$ cat src/hdl/seq_defs.svh
`ifndef SEQ_DEFS_SVH
`define SEQ_DEFS_SVH

// Clock period of sys_clk_in in ns (125 MHz)
`define SEQ_PERIOD_NS 8
// Least time to cycles, rounded up, never below one cycle
`define SEQ_CYC(ns) ((((ns) + `SEQ_PERIOD_NS - 1) / `SEQ_PERIOD_NS) > 0 ? \
  (((ns) + `SEQ_PERIOD_NS - 1) / `SEQ_PERIOD_NS) : 1)

// FIFO strobe width
`define SEQ_STROBE_NS 40
`define SEQ_STROBE_CYC `SEQ_CYC(`SEQ_STROBE_NS)
// Last stretch count in the third strobe stage (stages a and b take one)
`define SEQ_C_LAST (`SEQ_STROBE_CYC - 3)

// Least data-to-ACK times per transfer mode
`define SEQ_ASYNC_MIN_NS 60
`define SEQ_FAST_MIN_NS 40
`define SEQ_SYNC_MIN_NS 90
`define SEQ_ASYNC_MIN_CYC `SEQ_CYC(`SEQ_ASYNC_MIN_NS)
`define SEQ_FAST_MIN_CYC `SEQ_CYC(`SEQ_FAST_MIN_NS)
`define SEQ_SYNC_MIN_CYC `SEQ_CYC(`SEQ_SYNC_MIN_NS)

// Delay counter values
`define SEQ_CNT_ZERO 4'h0
`define SEQ_CNT_ONE 4'h1
`define SEQ_CNT_MAX 4'hF
`define SEQ_ASYNC_LOAD 4'hD
`define SEQ_FAST_LOWEST 4'hB

// Widths
`define SEQ_DATA_W 8
`define SEQ_SEL_W 4
`define SEQ_STRETCH_W 3
`define SEQ_MIN_W 4
// Cycles the not-empty flag lags a read strobe through the synchroniser
`define SEQ_FLAG_SETTLE 2
`define SEQ_SETTLE_W 2

`endif

$ cat src/hdl/seq_pkg.sv
`include "seq_defs.svh"

package seq_pkg;

  // Outside levels that pass the two-stage synchroniser together
  typedef struct packed {
    logic req;                          // Target request
    logic dir_in;                       // Bus direction: input to initiator
    logic has_data;                     // FIFO not empty
    logic half_full;                    // FIFO at or above half full
    logic sync_en;                      // Synchronous mode enabled
    logic offset_nz;                    // REQ/ACK offset count nonzero
    logic [`SEQ_SEL_W-1:0] sel;         // Delay select pins
    logic [`SEQ_DATA_W-1:0] data;       // FIFO output data
  } pin_bus_t;

  // FIFO strobe sequencer, shared by writes and reads
  typedef enum logic [6:0] {
    STB_IDLE    = 7'h01,
    STB_STAGE_A = 7'h02,
    STB_RSTART  = 7'h04,
    STB_STAGE_B = 7'h08,
    STB_STAGE_C = 7'h10,
    STB_RD_END  = 7'h20,
    STB_RECOVER = 7'h40
  } stb_state_t;

  // Transmit ACK sequencer
  typedef enum logic [5:0] {
    ACK_IDLE      = 6'h01,
    ACK_FILL      = 6'h02,
    ACK_DELAY_ON  = 6'h04,
    ACK_ARM       = 6'h08,
    ACK_HOLD      = 6'h10,
    ACK_DELAY_OFF = 6'h20
  } ack_state_t;

  // Loadable delay timer
  typedef enum logic [4:0] {
    TMR_IDLE  = 5'h01,
    TMR_HOLD  = 5'h02,
    TMR_LOAD  = 5'h04,
    TMR_COUNT = 5'h08,
    TMR_EXIT  = 5'h10
  } tmr_state_t;

endpackage

$ cat src/hdl/scsi_fifo_strobe_ack_sequencer.sv
`timescale 1ns/1ns
`default_nettype none
`include "seq_defs.svh"

module scsi_fifo_strobe_ack_sequencer
  import seq_pkg::*;
(
  input wire logic sys_clk_in,                   // 125 MHz clock
  input wire logic rst_n_in,                     // Sync reset, active low
  input wire logic req_in,                       // Target REQ
  input wire logic io_dir_in_in,                 // High: bus direction in
  input wire logic fifo_has_data_in,             // FIFO not empty
  input wire logic fifo_half_full_in,            // FIFO at/above half
  input wire logic sync_mode_in,                 // Synchronous enable
  input wire logic offset_nonzero_in,            // Offset count nonzero
  input wire logic [`SEQ_SEL_W-1:0] delay_sel_in, // Delay load value
  input wire logic [`SEQ_DATA_W-1:0] fifo_data_in, // FIFO output
  output logic fifo_strobe_out,                  // FIFO strobe
  output logic ack_out,                          // ACK to target
  output logic [`SEQ_DATA_W-1:0] tx_data_out,    // Transmit register
  output logic tx_valid_out,                     // Transmit reg valid
  output logic read_active_out                   // FIFO read in progress
);

  ////////////////////////////////////////////////////////////////////////
  // Declarations
  pin_bus_t pins_raw;                      // Pin levels as a bundle
  pin_bus_t meta;                          // First synchroniser stage
  pin_bus_t pins;                          // Second stage, safe to use
  logic req_prev;                          // For REQ edge detection
  logic req_rise;                          // REQ leading edge
  logic write_pending;                     // REQ edge not yet served
  stb_state_t st;                          // Strobe sequencer state
  stb_state_t next_st;                     // Its next value
  logic [`SEQ_STRETCH_W-1:0] stretch;      // Dwell in third stage
  logic write_pulse_stage_a;               // First write stage
  logic write_pulse_stage_b;               // Shared delay stage
  logic write_pulse_stage_c;               // Shared delay stage
  logic async_read_start;                  // Async read start element
  logic sync_read_start;                   // Sync read start element
  logic read_active_strobe;                // Read in progress
  logic next_read_active;                  // Its next value
  logic read_end_state;                    // Read ends this cycle
  logic async_go;                          // Async read may begin
  logic sync_go;                           // Sync read may begin
  logic [`SEQ_SETTLE_W-1:0] settle;        // Flag settling after a read
  logic tx_valid;                          // Transmit reg holds data
  ack_state_t ast;                         // ACK sequencer state
  ack_state_t next_ast;                    // Its next value
  logic ack_done;                          // ACK cycle finished
  logic [`SEQ_MIN_W-1:0] min_cnt;          // Cycles since data load
  logic [`SEQ_MIN_W-1:0] min_need;         // Least cycles for mode
  logic min_done;                          // Least time has passed
  logic tmr_start;                         // Invoke delay timer
  logic [`SEQ_SEL_W-1:0] tmr_sel;          // Timer start value
  logic tmr_done;                          // Timer exit pulse
  logic rx_ack;                            // Receive-side ACK level
  logic next_rx_ack;                       // Its next value

  // Least time for the current mode, in cycles
  function automatic logic [`SEQ_MIN_W-1:0] mode_min(
    input logic sync_en, input logic [`SEQ_SEL_W-1:0] sel);
    if (!sync_en) begin
      return `SEQ_MIN_W'(`SEQ_ASYNC_MIN_CYC);
    end else if (sel >= `SEQ_FAST_LOWEST) begin
      return `SEQ_MIN_W'(`SEQ_FAST_MIN_CYC);
    end else begin
      return `SEQ_MIN_W'(`SEQ_SYNC_MIN_CYC);
    end
  endfunction

  ////////////////////////////////////////////////////////////////////////
  // Pin synchroniser: every outside level passes two flops
  assign pins_raw = '{req: req_in, dir_in: io_dir_in_in,
                      has_data: fifo_has_data_in,
                      half_full: fifo_half_full_in,
                      sync_en: sync_mode_in,
                      offset_nz: offset_nonzero_in,
                      sel: delay_sel_in, data: fifo_data_in};

  always_ff @(posedge sys_clk_in) begin
    if (!rst_n_in) begin
      meta <= '0;
      pins <= '0;
      req_prev <= 1'b0;
    end else begin
      meta <= pins_raw;
      pins <= meta;
      req_prev <= pins.req;
    end
  end

  assign req_rise = pins.req && !req_prev;

  // A REQ edge during a busy strobe is kept, set wins over clear
  always_ff @(posedge sys_clk_in) begin
    if (!rst_n_in) begin
      write_pending <= 1'b0;
    end else if (req_rise && pins.dir_in) begin
      write_pending <= 1'b1;
    end else if (next_st == STB_STAGE_A) begin
      write_pending <= 1'b0;
    end
  end

  ////////////////////////////////////////////////////////////////////////
  // Strobe sequencer: writes and reads share stages b and c
  // After a read the synchronised not-empty flag is stale for two
  // cycles; a read started on it could pop an already empty FIFO
  always_ff @(posedge sys_clk_in) begin
    if (!rst_n_in) begin
      settle <= '0;
    end else if (read_end_state) begin
      settle <= `SEQ_SETTLE_W'(`SEQ_FLAG_SETTLE);
    end else if (settle != '0) begin
      settle <= settle - `SEQ_SETTLE_W'(1);
    end
  end

  assign async_go = !pins.sync_en && pins.has_data && !pins.dir_in
                    && !read_active_strobe
                    && (settle == '0);
  assign sync_go = pins.offset_nz && pins.sync_en && pins.has_data
                   && !pins.dir_in && !read_active_strobe
                   && (settle == '0);

  always_comb begin
    next_st = st;
    case (st)
      STB_IDLE: begin
        // Half-full flag is not looked at: writes never stall here
        if (write_pending && pins.dir_in) begin
          next_st = STB_STAGE_A;
        end else if (async_go || sync_go) begin
          next_st = STB_RSTART;
        end
      end
      STB_STAGE_A: next_st = STB_STAGE_B;
      STB_RSTART: next_st = STB_STAGE_B;
      STB_STAGE_B: next_st = STB_STAGE_C;
      STB_STAGE_C: begin
        if (stretch == `SEQ_STRETCH_W'(`SEQ_C_LAST)) begin
          next_st = read_active_strobe ? STB_RD_END : STB_RECOVER;
        end
      end
      // Wait element: leaves only once the register is free
      STB_RD_END: if (!tx_valid) next_st = STB_IDLE;
      STB_RECOVER: next_st = STB_IDLE;
      default: next_st = STB_IDLE;
    endcase
  end

  always_ff @(posedge sys_clk_in) begin
    if (!rst_n_in) begin
      st <= STB_IDLE;
    end else begin
      st <= next_st;
    end
  end

  // Dwell counter for the third stage sets the fixed width
  always_ff @(posedge sys_clk_in) begin
    if (!rst_n_in) begin
      stretch <= '0;
    end else if (st == STB_STAGE_C) begin
      stretch <= stretch + `SEQ_STRETCH_W'(1);
    end else begin
      stretch <= '0;
    end
  end

  assign write_pulse_stage_a = (st == STB_STAGE_A);
  assign write_pulse_stage_b = (st == STB_STAGE_B);
  assign write_pulse_stage_c = (st == STB_STAGE_C);
  assign async_read_start = (st == STB_RSTART) && !pins.sync_en;
  assign sync_read_start = (st == STB_RSTART) && pins.sync_en;
  assign read_end_state = (st == STB_RD_END) && !tx_valid;

  // Read-active flag, raised with the start element
  always_comb begin
    next_read_active = read_active_strobe;
    if (st == STB_IDLE && next_st == STB_RSTART) begin
      next_read_active = 1'b1;
    end else if (read_end_state) begin
      next_read_active = 1'b0;
    end
  end

  always_ff @(posedge sys_clk_in) begin
    if (!rst_n_in) begin
      read_active_strobe <= 1'b0;
    end else begin
      read_active_strobe <= next_read_active;
    end
  end

  // Strobe from next state so it is glitch-free and aligned
  always_ff @(posedge sys_clk_in) begin
    if (!rst_n_in) begin
      fifo_strobe_out <= 1'b0;
    end else begin
      fifo_strobe_out <= (next_st == STB_STAGE_A)
        || (next_st == STB_STAGE_B) || (next_st == STB_STAGE_C)
        || next_read_active;
    end
  end

  ////////////////////////////////////////////////////////////////////////
  // Transmit register: loaded as the read strobe falls
  // FIFO data are stable while the strobe is high, so the
  // synchronised copy is sound at the trailing edge
  always_ff @(posedge sys_clk_in) begin
    if (!rst_n_in) begin
      tx_data_out <= '0;
    end else if (read_end_state) begin
      tx_data_out <= pins.data;
    end
  end

  // Valid flag; the next read waits in its end state meanwhile
  always_ff @(posedge sys_clk_in) begin
    if (!rst_n_in) begin
      tx_valid <= 1'b0;
    end else if (read_end_state) begin
      tx_valid <= 1'b1;
    end else if (ack_done) begin
      tx_valid <= 1'b0;
    end
  end

  // Cycles since load, saturating
  always_ff @(posedge sys_clk_in) begin
    if (!rst_n_in) begin
      min_cnt <= '0;
    end else if (read_end_state) begin
      min_cnt <= '0;
    end else if (min_cnt != {`SEQ_MIN_W{1'b1}}) begin
      min_cnt <= min_cnt + `SEQ_MIN_W'(1);
    end
  end

  assign min_need = mode_min(pins.sync_en, pins.sel);
  assign min_done = (min_cnt >= min_need);

  ////////////////////////////////////////////////////////////////////////
  // Transmit ACK sequencer
  always_comb begin
    next_ast = ast;
    case (ast)
      ACK_IDLE: if (tx_valid && !pins.dir_in) next_ast = ACK_FILL;
      ACK_FILL: next_ast = ACK_DELAY_ON;
      ACK_DELAY_ON: if (tmr_done) next_ast = ACK_ARM;
      // Never raise ACK before the least time, nor near full
      ACK_ARM: begin
        if (min_done && !pins.half_full) next_ast = ACK_HOLD;
      end
      ACK_HOLD: begin
        if (pins.sync_en) begin
          next_ast = ACK_DELAY_OFF;
        end else if (!pins.req) begin
          next_ast = ACK_IDLE;
        end
      end
      ACK_DELAY_OFF: if (tmr_done) next_ast = ACK_IDLE;
      default: next_ast = ACK_IDLE;
    endcase
  end

  always_ff @(posedge sys_clk_in) begin
    if (!rst_n_in) begin
      ast <= ACK_IDLE;
    end else begin
      ast <= next_ast;
    end
  end

  assign ack_done = (ast != ACK_IDLE) && (next_ast == ACK_IDLE);

  // Delay timer: once for async, on and off for sync
  assign tmr_start = (ast == ACK_FILL)
                     || (ast == ACK_HOLD && pins.sync_en);
  assign tmr_sel = pins.sync_en ? pins.sel : `SEQ_ASYNC_LOAD;

  ack_delay_timer u_timer (
    .sys_clk_in(sys_clk_in),
    .rst_n_in(rst_n_in),
    .start_in(tmr_start),
    .sel_in(tmr_sel),
    .done_out(tmr_done),
    .busy_out()
  );

  ////////////////////////////////////////////////////////////////////////
  // Receive side: async REQ returned as ACK, held off near full
  always_comb begin
    next_rx_ack = rx_ack;
    if (!pins.dir_in || pins.sync_en || !pins.req) begin
      next_rx_ack = 1'b0;
    end else if (!pins.half_full) begin
      next_rx_ack = 1'b1;
    end
  end

  always_ff @(posedge sys_clk_in) begin
    if (!rst_n_in) begin
      rx_ack <= 1'b0;
    end else begin
      rx_ack <= next_rx_ack;
    end
  end

  // Output flops
  always_ff @(posedge sys_clk_in) begin
    if (!rst_n_in) begin
      ack_out <= 1'b0;
      tx_valid_out <= 1'b0;
      read_active_out <= 1'b0;
    end else begin
      ack_out <= (next_ast == ACK_HOLD) || (next_ast == ACK_DELAY_OFF)
                 || next_rx_ack;
      tx_valid_out <= tx_valid;
      read_active_out <= read_active_strobe;
    end
  end

  ////////////////////////////////////////////////////////////////////////
  a_write_strobe_width: assert property (@(posedge sys_clk_in)
    disable iff (!rst_n_in) st == STB_STAGE_A |-> fifo_strobe_out [*5]
      ##1 !fifo_strobe_out)
    else $error("write strobe not 40 ns");

  a_write_entry_cause: assert property (@(posedge sys_clk_in)
    disable iff (!rst_n_in) $rose(write_pulse_stage_a)
      |-> $past(write_pending && pins.dir_in && st == STB_IDLE))
    else $error("write began without REQ in input direction");

  a_start_one_cycle: assert property (@(posedge sys_clk_in)
    disable iff (!rst_n_in) (async_read_start || sync_read_start)
      |=> !(async_read_start || sync_read_start) && write_pulse_stage_b)
    else $error("start element longer than one cycle");

  a_async_read_cond: assert property (@(posedge sys_clk_in)
    disable iff (!rst_n_in) $rose(read_active_strobe) && !pins.sync_en
      |-> $past(!pins.dir_in && pins.has_data && !read_active_strobe))
    else $error("async read began without its conditions");

  a_sync_read_cond: assert property (@(posedge sys_clk_in)
    disable iff (!rst_n_in) $rose(read_active_strobe) && $past(pins.sync_en)
      |-> $past(pins.offset_nz && pins.has_data && !pins.dir_in))
    else $error("sync read began without offset or data");

  a_read_end_empty: assert property (@(posedge sys_clk_in)
    disable iff (!rst_n_in) $fell(read_active_strobe)
      |-> $past(!tx_valid && st == STB_RD_END) && tx_valid)
    else $error("read ended with register still full");

  a_load_on_fall: assert property (@(posedge sys_clk_in)
    disable iff (!rst_n_in) $fell(read_active_strobe)
      |-> tx_data_out == $past(pins.data) ##1 !fifo_strobe_out)
    else $error("register not loaded at strobe trailing edge");

  a_ack_least_time: assert property (@(posedge sys_clk_in)
    disable iff (!rst_n_in) $rose(ast == ACK_HOLD)
      |-> $past(min_cnt) >= $past(min_need))
    else $error("ACK before the least data time");

  a_ack_half_full: assert property (@(posedge sys_clk_in)
    disable iff (!rst_n_in) $rose(ack_out) |-> !$past(pins.half_full))
    else $error("ACK raised while FIFO half full");

  a_sync_delay_twice: assert property (@(posedge sys_clk_in)
    disable iff (!rst_n_in) ast == ACK_HOLD && pins.sync_en
      |=> ast == ACK_DELAY_OFF && ack_out)
    else $error("sync ACK removal not timed");

  a_async_load_val: assert property (@(posedge sys_clk_in)
    disable iff (!rst_n_in) tmr_start && !pins.sync_en
      |-> tmr_sel == `SEQ_ASYNC_LOAD)
    else $error("async delay not loaded with fixed value");

endmodule // scsi_fifo_strobe_ack_sequencer

`default_nettype wire

$ cat src/hdl/ack_delay_timer.sv
`timescale 1ns/1ns
`default_nettype none
`include "seq_defs.svh"

module ack_delay_timer
  import seq_pkg::*;
(
  input wire logic sys_clk_in,                 // System clock
  input wire logic rst_n_in,                   // Sync reset, active low
  input wire logic start_in,                   // Invoke pulse
  input wire logic [`SEQ_SEL_W-1:0] sel_in,    // Start value
  output logic done_out,                       // Exit pulse
  output logic busy_out                        // Timer running
);

  tmr_state_t st;                              // Timer state
  logic [`SEQ_SEL_W-1:0] hold;                 // Holding elements
  logic [`SEQ_SEL_W-1:0] cnt;                  // Toggle counter

  // Toggle enable of each bit: all lower bits at one
  function automatic logic [`SEQ_SEL_W-1:0] toggles(
    input logic [`SEQ_SEL_W-1:0] v);
    logic [`SEQ_SEL_W-1:0] t;
    t = {`SEQ_SEL_W{1'b0}};
    t[0] = 1'b1;
    for (int i = 1; i < `SEQ_SEL_W; i++) begin
      t[i] = t[i-1] & v[i-1];
    end
    return t;
  endfunction

  ////////////////////////////////////////////////////////////////////////
  // Sequence: idle, capture, load, count to all ones, exit
  always_ff @(posedge sys_clk_in) begin
    if (!rst_n_in) begin
      st <= TMR_IDLE;
    end else begin
      case (st)
        TMR_IDLE: if (start_in) st <= TMR_HOLD;
        TMR_HOLD: st <= TMR_LOAD;
        TMR_LOAD: st <= TMR_COUNT;
        // Each start value leaves by the same count path
        TMR_COUNT: if (cnt == `SEQ_CNT_MAX) st <= TMR_EXIT;
        TMR_EXIT: st <= TMR_IDLE;
        default: st <= TMR_IDLE;
      endcase
    end
  end

  // Pins caught when invoked, then moved into the counter
  always_ff @(posedge sys_clk_in) begin
    if (!rst_n_in) begin
      hold <= `SEQ_CNT_ZERO;
    end else if (st == TMR_IDLE && start_in) begin
      hold <= sel_in;
    end
  end

  // Up-counting toggle counter; higher start gives shorter wait
  always_ff @(posedge sys_clk_in) begin
    if (!rst_n_in) begin
      cnt <= `SEQ_CNT_ZERO;
    end else if (st == TMR_LOAD) begin
      cnt <= hold;
    end else if (st == TMR_COUNT && cnt != `SEQ_CNT_MAX) begin
      cnt <= cnt ^ toggles(cnt);
    end
  end

  // Registered outputs
  always_ff @(posedge sys_clk_in) begin
    if (!rst_n_in) begin
      done_out <= 1'b0;
      busy_out <= 1'b0;
    end else begin
      done_out <= (st == TMR_COUNT) && (cnt == `SEQ_CNT_MAX);
      busy_out <= (st != TMR_IDLE) || start_in;
    end
  end

  ////////////////////////////////////////////////////////////////////////
  a_timer_exit_max: assert property (@(posedge sys_clk_in)
    disable iff (!rst_n_in) $rose(done_out) |-> $past(cnt) == `SEQ_CNT_MAX)
    else $error("timer exit without full count");

  a_timer_load_hold: assert property (@(posedge sys_clk_in)
    disable iff (!rst_n_in) st == TMR_COUNT && $past(st) == TMR_LOAD
      |-> cnt == $past(hold))
    else $error("counter not loaded from holding elements");

endmodule // ack_delay_timer

`default_nettype wire

$ cat config.mk
export PLATFORM = sky130hd
export DESIGN_NAME = scsi_fifo_strobe_ack_sequencer
export DESIGN_NICKNAME = d
export VERILOG_FILES = /design/src/hdl/seq_pkg.sv /design/src/hdl/scsi_fifo_strobe_ack_sequencer.sv /design/src/hdl/ack_delay_timer.sv
export VERILOG_INCLUDE_DIRS = /design/src /design/src/hdl
export SDC_FILE = /design/constraint.sdc
export NUM_CORES = 1
export LEC_CHECK = 0
export BUFFER_PORTS_ARGS = -buffer_cell sky130_fd_sc_hd__buf_2
export CELL_PAD_IN_SITES_DETAIL_PLACEMENT = 0
export CELL_PAD_IN_SITES_GLOBAL_PLACEMENT = 2
export CORE_MARGIN = 10
export CORE_UTILIZATION = 40
export DETAILED_ROUTE_END_ITERATION = 6
export MAX_ROUTING_LAYER = met4
export PLACE_DENSITY = 0.86
export SLEW_MARGIN = 40
export SYNTH_ARGS = -nofsm -noshare
export SYNTH_HDL_FRONTEND = slang
export SYNTH_SLANG_ARGS = --single-unit
$ cat constraint.sdc
create_clock -name sys_clk_in -period 3.4 [get_ports sys_clk_in]
set_input_delay 0.68 -clock sys_clk_in [delete_from_list [all_inputs] [get_ports sys_clk_in]]
set_output_delay 0.68 -clock sys_clk_in [all_outputs]
set_load 0.03 [all_outputs]
; Word level (Yosys, flattened, before mapping)
; Index checks and enable logic that the tools add are counted.
[classes]
order_cmp = 2
n_mux = 31
bitwise = 4
n_eq_ne = 30
n_reduce_logical = 47
add_sub_neg = 3
[op_table]
columns = operator, count
row1 = 6-bit 2-to-1 mux, 6
row2 = 6-bit case mux with 6 select lines, 1
row3 = 7-bit 2-to-1 mux, 5
row4 = 7-bit case mux with 5 select lines, 1
row5 = 1-bit logical AND, 21
row6 = 4-bit 2-to-1 mux, 5
row7 = 5-bit case mux with 4 select lines, 1
row8 = 7-bit by 2-bit equality test with 1-bit output (second input constant), 2
row9 = 7-bit by 3-bit equality test with 1-bit output (second input constant), 2
row10 = 7-bit by 4-bit equality test with 1-bit output (second input constant), 2
row11 = 7-bit by 5-bit equality test with 1-bit output (second input constant), 2
row12 = 6-bit by 1-bit equality test with 1-bit output (second input constant), 2
row13 = 6-bit by 5-bit equality test with 1-bit output (second input constant), 2
row14 = 6-bit equality test (second input constant), 2
row15 = 5-bit 2-to-1 mux, 2
row16 = 2-bit nonzero test, 5
row17 = 1-bit logical OR, 9
row18 = 1-bit 2-to-1 mux, 8
row19 = 4-bit inequality test (second input constant), 2
row20 = 7-bit by 1-bit equality test with 1-bit output (second input constant), 1
row21 = 7-bit by 6-bit equality test with 1-bit output (second input constant), 1
row22 = 1-bit zero test, 7
row23 = 6-bit by 2-bit equality test with 1-bit output (second input constant), 1
row24 = 6-bit by 3-bit equality test with 1-bit output (second input constant), 1
row25 = other kinds (22), 26
[word_totals]
register_bits = 89

; Longest topological paths before layout
[logic_depth]
word_depth = 13
mapped_depth = 7
depth_no_buf = 7

; Hierarchy
; Synthesis repeated with hierarchy kept, for this count alone.
[hier_totals]
cells_unflattened = 365
hier_area_um2 = 3564.7
[modules_own_cells]
columns = module, n_inst, area_each_um2, seq_area_each_um2, cells_each
row1 = scsi_fifo_strobe_ack_sequencer, 1, 2821.5, 1501.4, 283
row2 = ack_delay_timer, 1, 743.2, 300.3, 82

; Worst setup path before layout
; No wires, ideal clock.
[synth_timing]
path_kind = reg2reg
start = register ast[2]
end = register ast[0]
setup_time_ps = 137
path_buffers = 1
setup_slack_ps = 1619
t_arrival_ps = 1644
period_less_slack_ps = 1781
required_time_ps = 3263
stages_incl_launch_ff = 6
path_cell_list = dfxtp_1 buf_6 or4_4 or4b_4 a22oi_2 nand3_1
[synth_between]
elab_chain_cells = 2
word_cells_on_any_way = 7
cone_classes = 6 x eq/ne / 1 x mux
[synth_rtl]
columns = element, line
row1 = start: declaration, scsi_fifo_strobe_ack_sequencer.sv:48  ; ack_state_t ast;
row2 = start signal: assignment, scsi_fifo_strobe_ack_sequencer.sv:273  ; ast <= next_ast;
row3 = "6-bit equality test, or another cell as far along", scsi_fifo_strobe_ack_sequencer.sv:249  ; case (ast)
row4 = 6-bit case mux with 6 select lines (*), scsi_fifo_strobe_ack_sequencer.sv:249
; Every way passes the cells marked *; elsewhere a longest branch is shown, timed or not.
; A chain may end at the register's enable or synchronous reset.

; Final worst setup path
[layout_timing]
start = register st[2]
end = register tx_data_out[1]
[layout_between]
elab_chain_cells = 2
[layout_rtl]
columns = element, line
row1 = start: declaration, scsi_fifo_strobe_ack_sequencer.sv:33  ; stb_state_t st;
row2 = start signal: assignment, scsi_fifo_strobe_ack_sequencer.sv:157  ; st <= next_st;
row3 = 7-bit by 6-bit equality test with 1-bit output, scsi_fifo_strobe_ack_sequencer.sv:177  ; assign read_end_state = (st == STB_RD_END) && !tx_valid;
row4 = 1-bit logical AND, scsi_fifo_strobe_ack_sequencer.sv:177
row5 = end signal: assignment, scsi_fifo_strobe_ack_sequencer.sv:216  ; tx_data_out <= pins.data;
row6 = end: declaration, scsi_fifo_strobe_ack_sequencer.sv:20  ; output logic [`SEQ_DATA_W-1:0] tx_data_out,
; Every way passes these cells.

==> metrics <==
Worst Path Arrival=2.17 ns; grt met2 use=0.143; leading area contributor after synthesis=dfxtp_1; Syn Nets=365; Sink Count=89; GR peak layer=met2; Die X=111 microns; YS warnings=0; post-synth top area share=0.534; Critical Path Sink Type=flip-flop; First-pass DRT Iterations=4; antenna cell count=0; clk slew on worst S/H paths=0.10 ns; Peak Freq=521 MHz; GPL Wtd Cong=0.809; Final Hold Viols=0; Post-synth ARST share=0; CTS Hold Bufs=0; largest net degree at the start of global routing=62; Longest Clk Path Bufs=2; CP required=3.65 ns; post-detail-place hpwl=4290 microns; Slew Viols, Final=0; endpoints failing setup=0; Avg WL per Cell=12.9 microns; total power=1880 uW; IO buf count=31; final period utilization=0.564; CTS Buf Count=9; IO Pins=32; M1 GR Usage=0.134; Clock Latency Late Sink=0.36 ns; Nets=396; library cells used by synthesis=49; leak pwr=0.00150 uW; first-pass GRT wire length=10500 microns; DRT iter0 DRCs=90; met3 usage in global routing=0.0209; Core Rows=33; Post-CTS Resized=0; Final Skew=0.0207 ns; CTS tree=yes; Total GRT Usage=0.102; share of layout cells above drive strength 1=0.155; crit-path max FO=9; antenna-violating nets left=0; vias in the first global route=2239; initial antenna violation count=0; total grt overflow=0; Main synth FF type=dfxtp_1; Layout area overhead=13.2%; final WL=6180 microns; clk root buf=clkbuf_8; Core Area=8180 sq um; Pwr per Cell Area=496 nW/um^2; Tmin final=1.92 ns; status=finished clean; max_cap viols=0; post-DR vias/cell=4.93; unrepaired setup endpoints after global routing=false; Initial Util=0.408; H-Tree Depth=3; via count=2356; Residual DRC=0; Setup CP Type=flip-flop to flip-flop; worst min-delay path category=flip-flop to flip-flop; number of synthesized flops with an enable pin=0; Setup TNS Final=0 ns; sequential element share of the synthesized area=0.534; Die H=111 microns; Peak VDD IR=0.293 mV; syn_area_per_cell=9.91 sq um; setup bufs post-CTS=0; Post-Syn Instances=337; Worst Setup Start Kind=flip-flop; Area contributors post-synth=dfxtp_1 (53%), and2_1 (7.7%), nor2_1 (3.4%), ha_1 (3.0%), mux2i_1 (2.4%); post-synthesis register bit count=89; DIE AREA=12400 sq um; Hold WS=0.439 ns; Max-slew headroom=0.584; Post-Syn Area=3340 sq um; Worst-Margin Slew=0.619 ns
## flip-flops by register name, indices dropped and copies added, names as in the netlist
| name | cells |
|---|---|
| u_timer.st | 5 |
| meta | 18 |
| write_pending | 1 |
| u_timer.hold | 4 |
| tx_data_out | 8 |
| pins | 18 |
| read_active_strobe | 1 |
| tx_valid | 1 |
| rx_ack | 1 |
| settle | 2 |
| fifo_strobe_out | 1 |
| min_cnt | 4 |
| req_prev | 1 |
| read_active_out | 1 |
| u_timer.cnt | 4 |
| ast | 6 |
| tx_valid_out | 1 |
| stretch | 3 |
| st | 7 |
| ack_out | 1 |
| u_timer.done_out | 1 |
## cells in the mapped netlist, types with 8 or more instances
master    number
dfxtp_1       89
and2_1        41
nor2_1        30
nand2_1       17
nand3_1       13
a21oi_1       12
o21ai_0       12
inv_1         11
clkbuf_1      10
nor3_1        10
a22o_1         8
ha_1           8
mux2i_1        8
## layout make-up
cell class	count	area, sq um
Tap cell	105	131
Inverter	11	41.3
Fill cell	787	4390
Clock buffer	9	124
Multi-Input combinational cell	225	1460
Sequential cell	89	1780
Clock inverter	7	76.3
Timing Repair Buffer	32	163
## power by group
group / total, uW / switching (uW) / internal [uW] / leakage, uW
sequential: 1080 / 14.2 / 1070 / 0.000726
combinational: 73.5 / 40.0 / 33.5 / 0.000672
clock: 722 / 428 / 294 / 0.000103
total: 1880 / 482 / 1400 / 0.00150
## placed cells by master, fill, tap and decap left out, types with 4 or more instances in the layout
| cell | synthesis | final |
|---|---|---|
| nand3_1 | 13 | 13 |
| nand2_1 | 17 | 17 |
| nor2b_1 | 4 | 4 |
| xor2_1 | 4 | 4 |
| mux2i_1 | 8 | 8 |
| a22o_1 | 8 | 8 |
| a21oi_1 | 12 | 12 |
| o21ai_0 | 12 | 12 |
| nand2b_1 | 4 | 4 |
| clkbuf_8 | 0 | 9 |
| ha_1 | 8 | 8 |
| a211oi_1 | 4 | 4 |
| nor3_1 | 10 | 10 |
| dfxtp_1 | 89 | 89 |
| nor4_1 | 4 | 4 |
| buf_2 | 0 | 31 |
| inv_1 | 11 | 11 |
| and2_1 | 41 | 41 |
| nor2_1 | 30 | 30 |
## through the flow
| stage | setup WS (ns) | util | std cells | instance area, sq um |
|---|---|---|---|---|
| floorplan | 1.62 | - | 337 | 3340 |
| global placement | 1.50 | 0.438 | 462 | 3580 |
| finish | 1.48 | 0.463 | 478 | 3780 |
| detailed placement | 1.45 | 0.438 | 462 | 3580 |
| global route | 1.32 | 0.463 | 478 | 3780 |
| CTS | 1.47 | 0.463 | 478 | 3780 |
## worst paths after layout
check	start	end	slack, ns	depth (start not counted)
max reg2reg	st[2]	tx_data_out[1]	1.48	4
min reg2reg	meta[10]	pins[10]	0.44	1
min	meta[10]	pins[10]	0.44	1
max	st[2]	tx_data_out[1]	1.48	4
## metal layers
layer | vias up | share of wire
met3 | 10 | 0.033
met5 | - | 0
met4 | 0 | 0.019
li1 | 1243 | -
met1 | 1057 | 0.52
met2 | 46 | 0.43
## kinds of logic after synthesis
kind of cell | synth area share
AOI/OAI and AO/OA | 0.113
and+or+nand+nor | 0.253
adders and majority gates | 0.0300
xor gates and xnor gates | 0.0184
DFF | 0.534
buffers and inverters | 0.0281
muxes | 0.0240
## worst max-delay path: stages (launching register included)
cell and delay [ns]:
dfxtp_1 0.41, or4_1 0.62, nor3_2 0.28, nor2_1 0.21
a22o_1 0.30
Power figures use the tool's default switching activity.
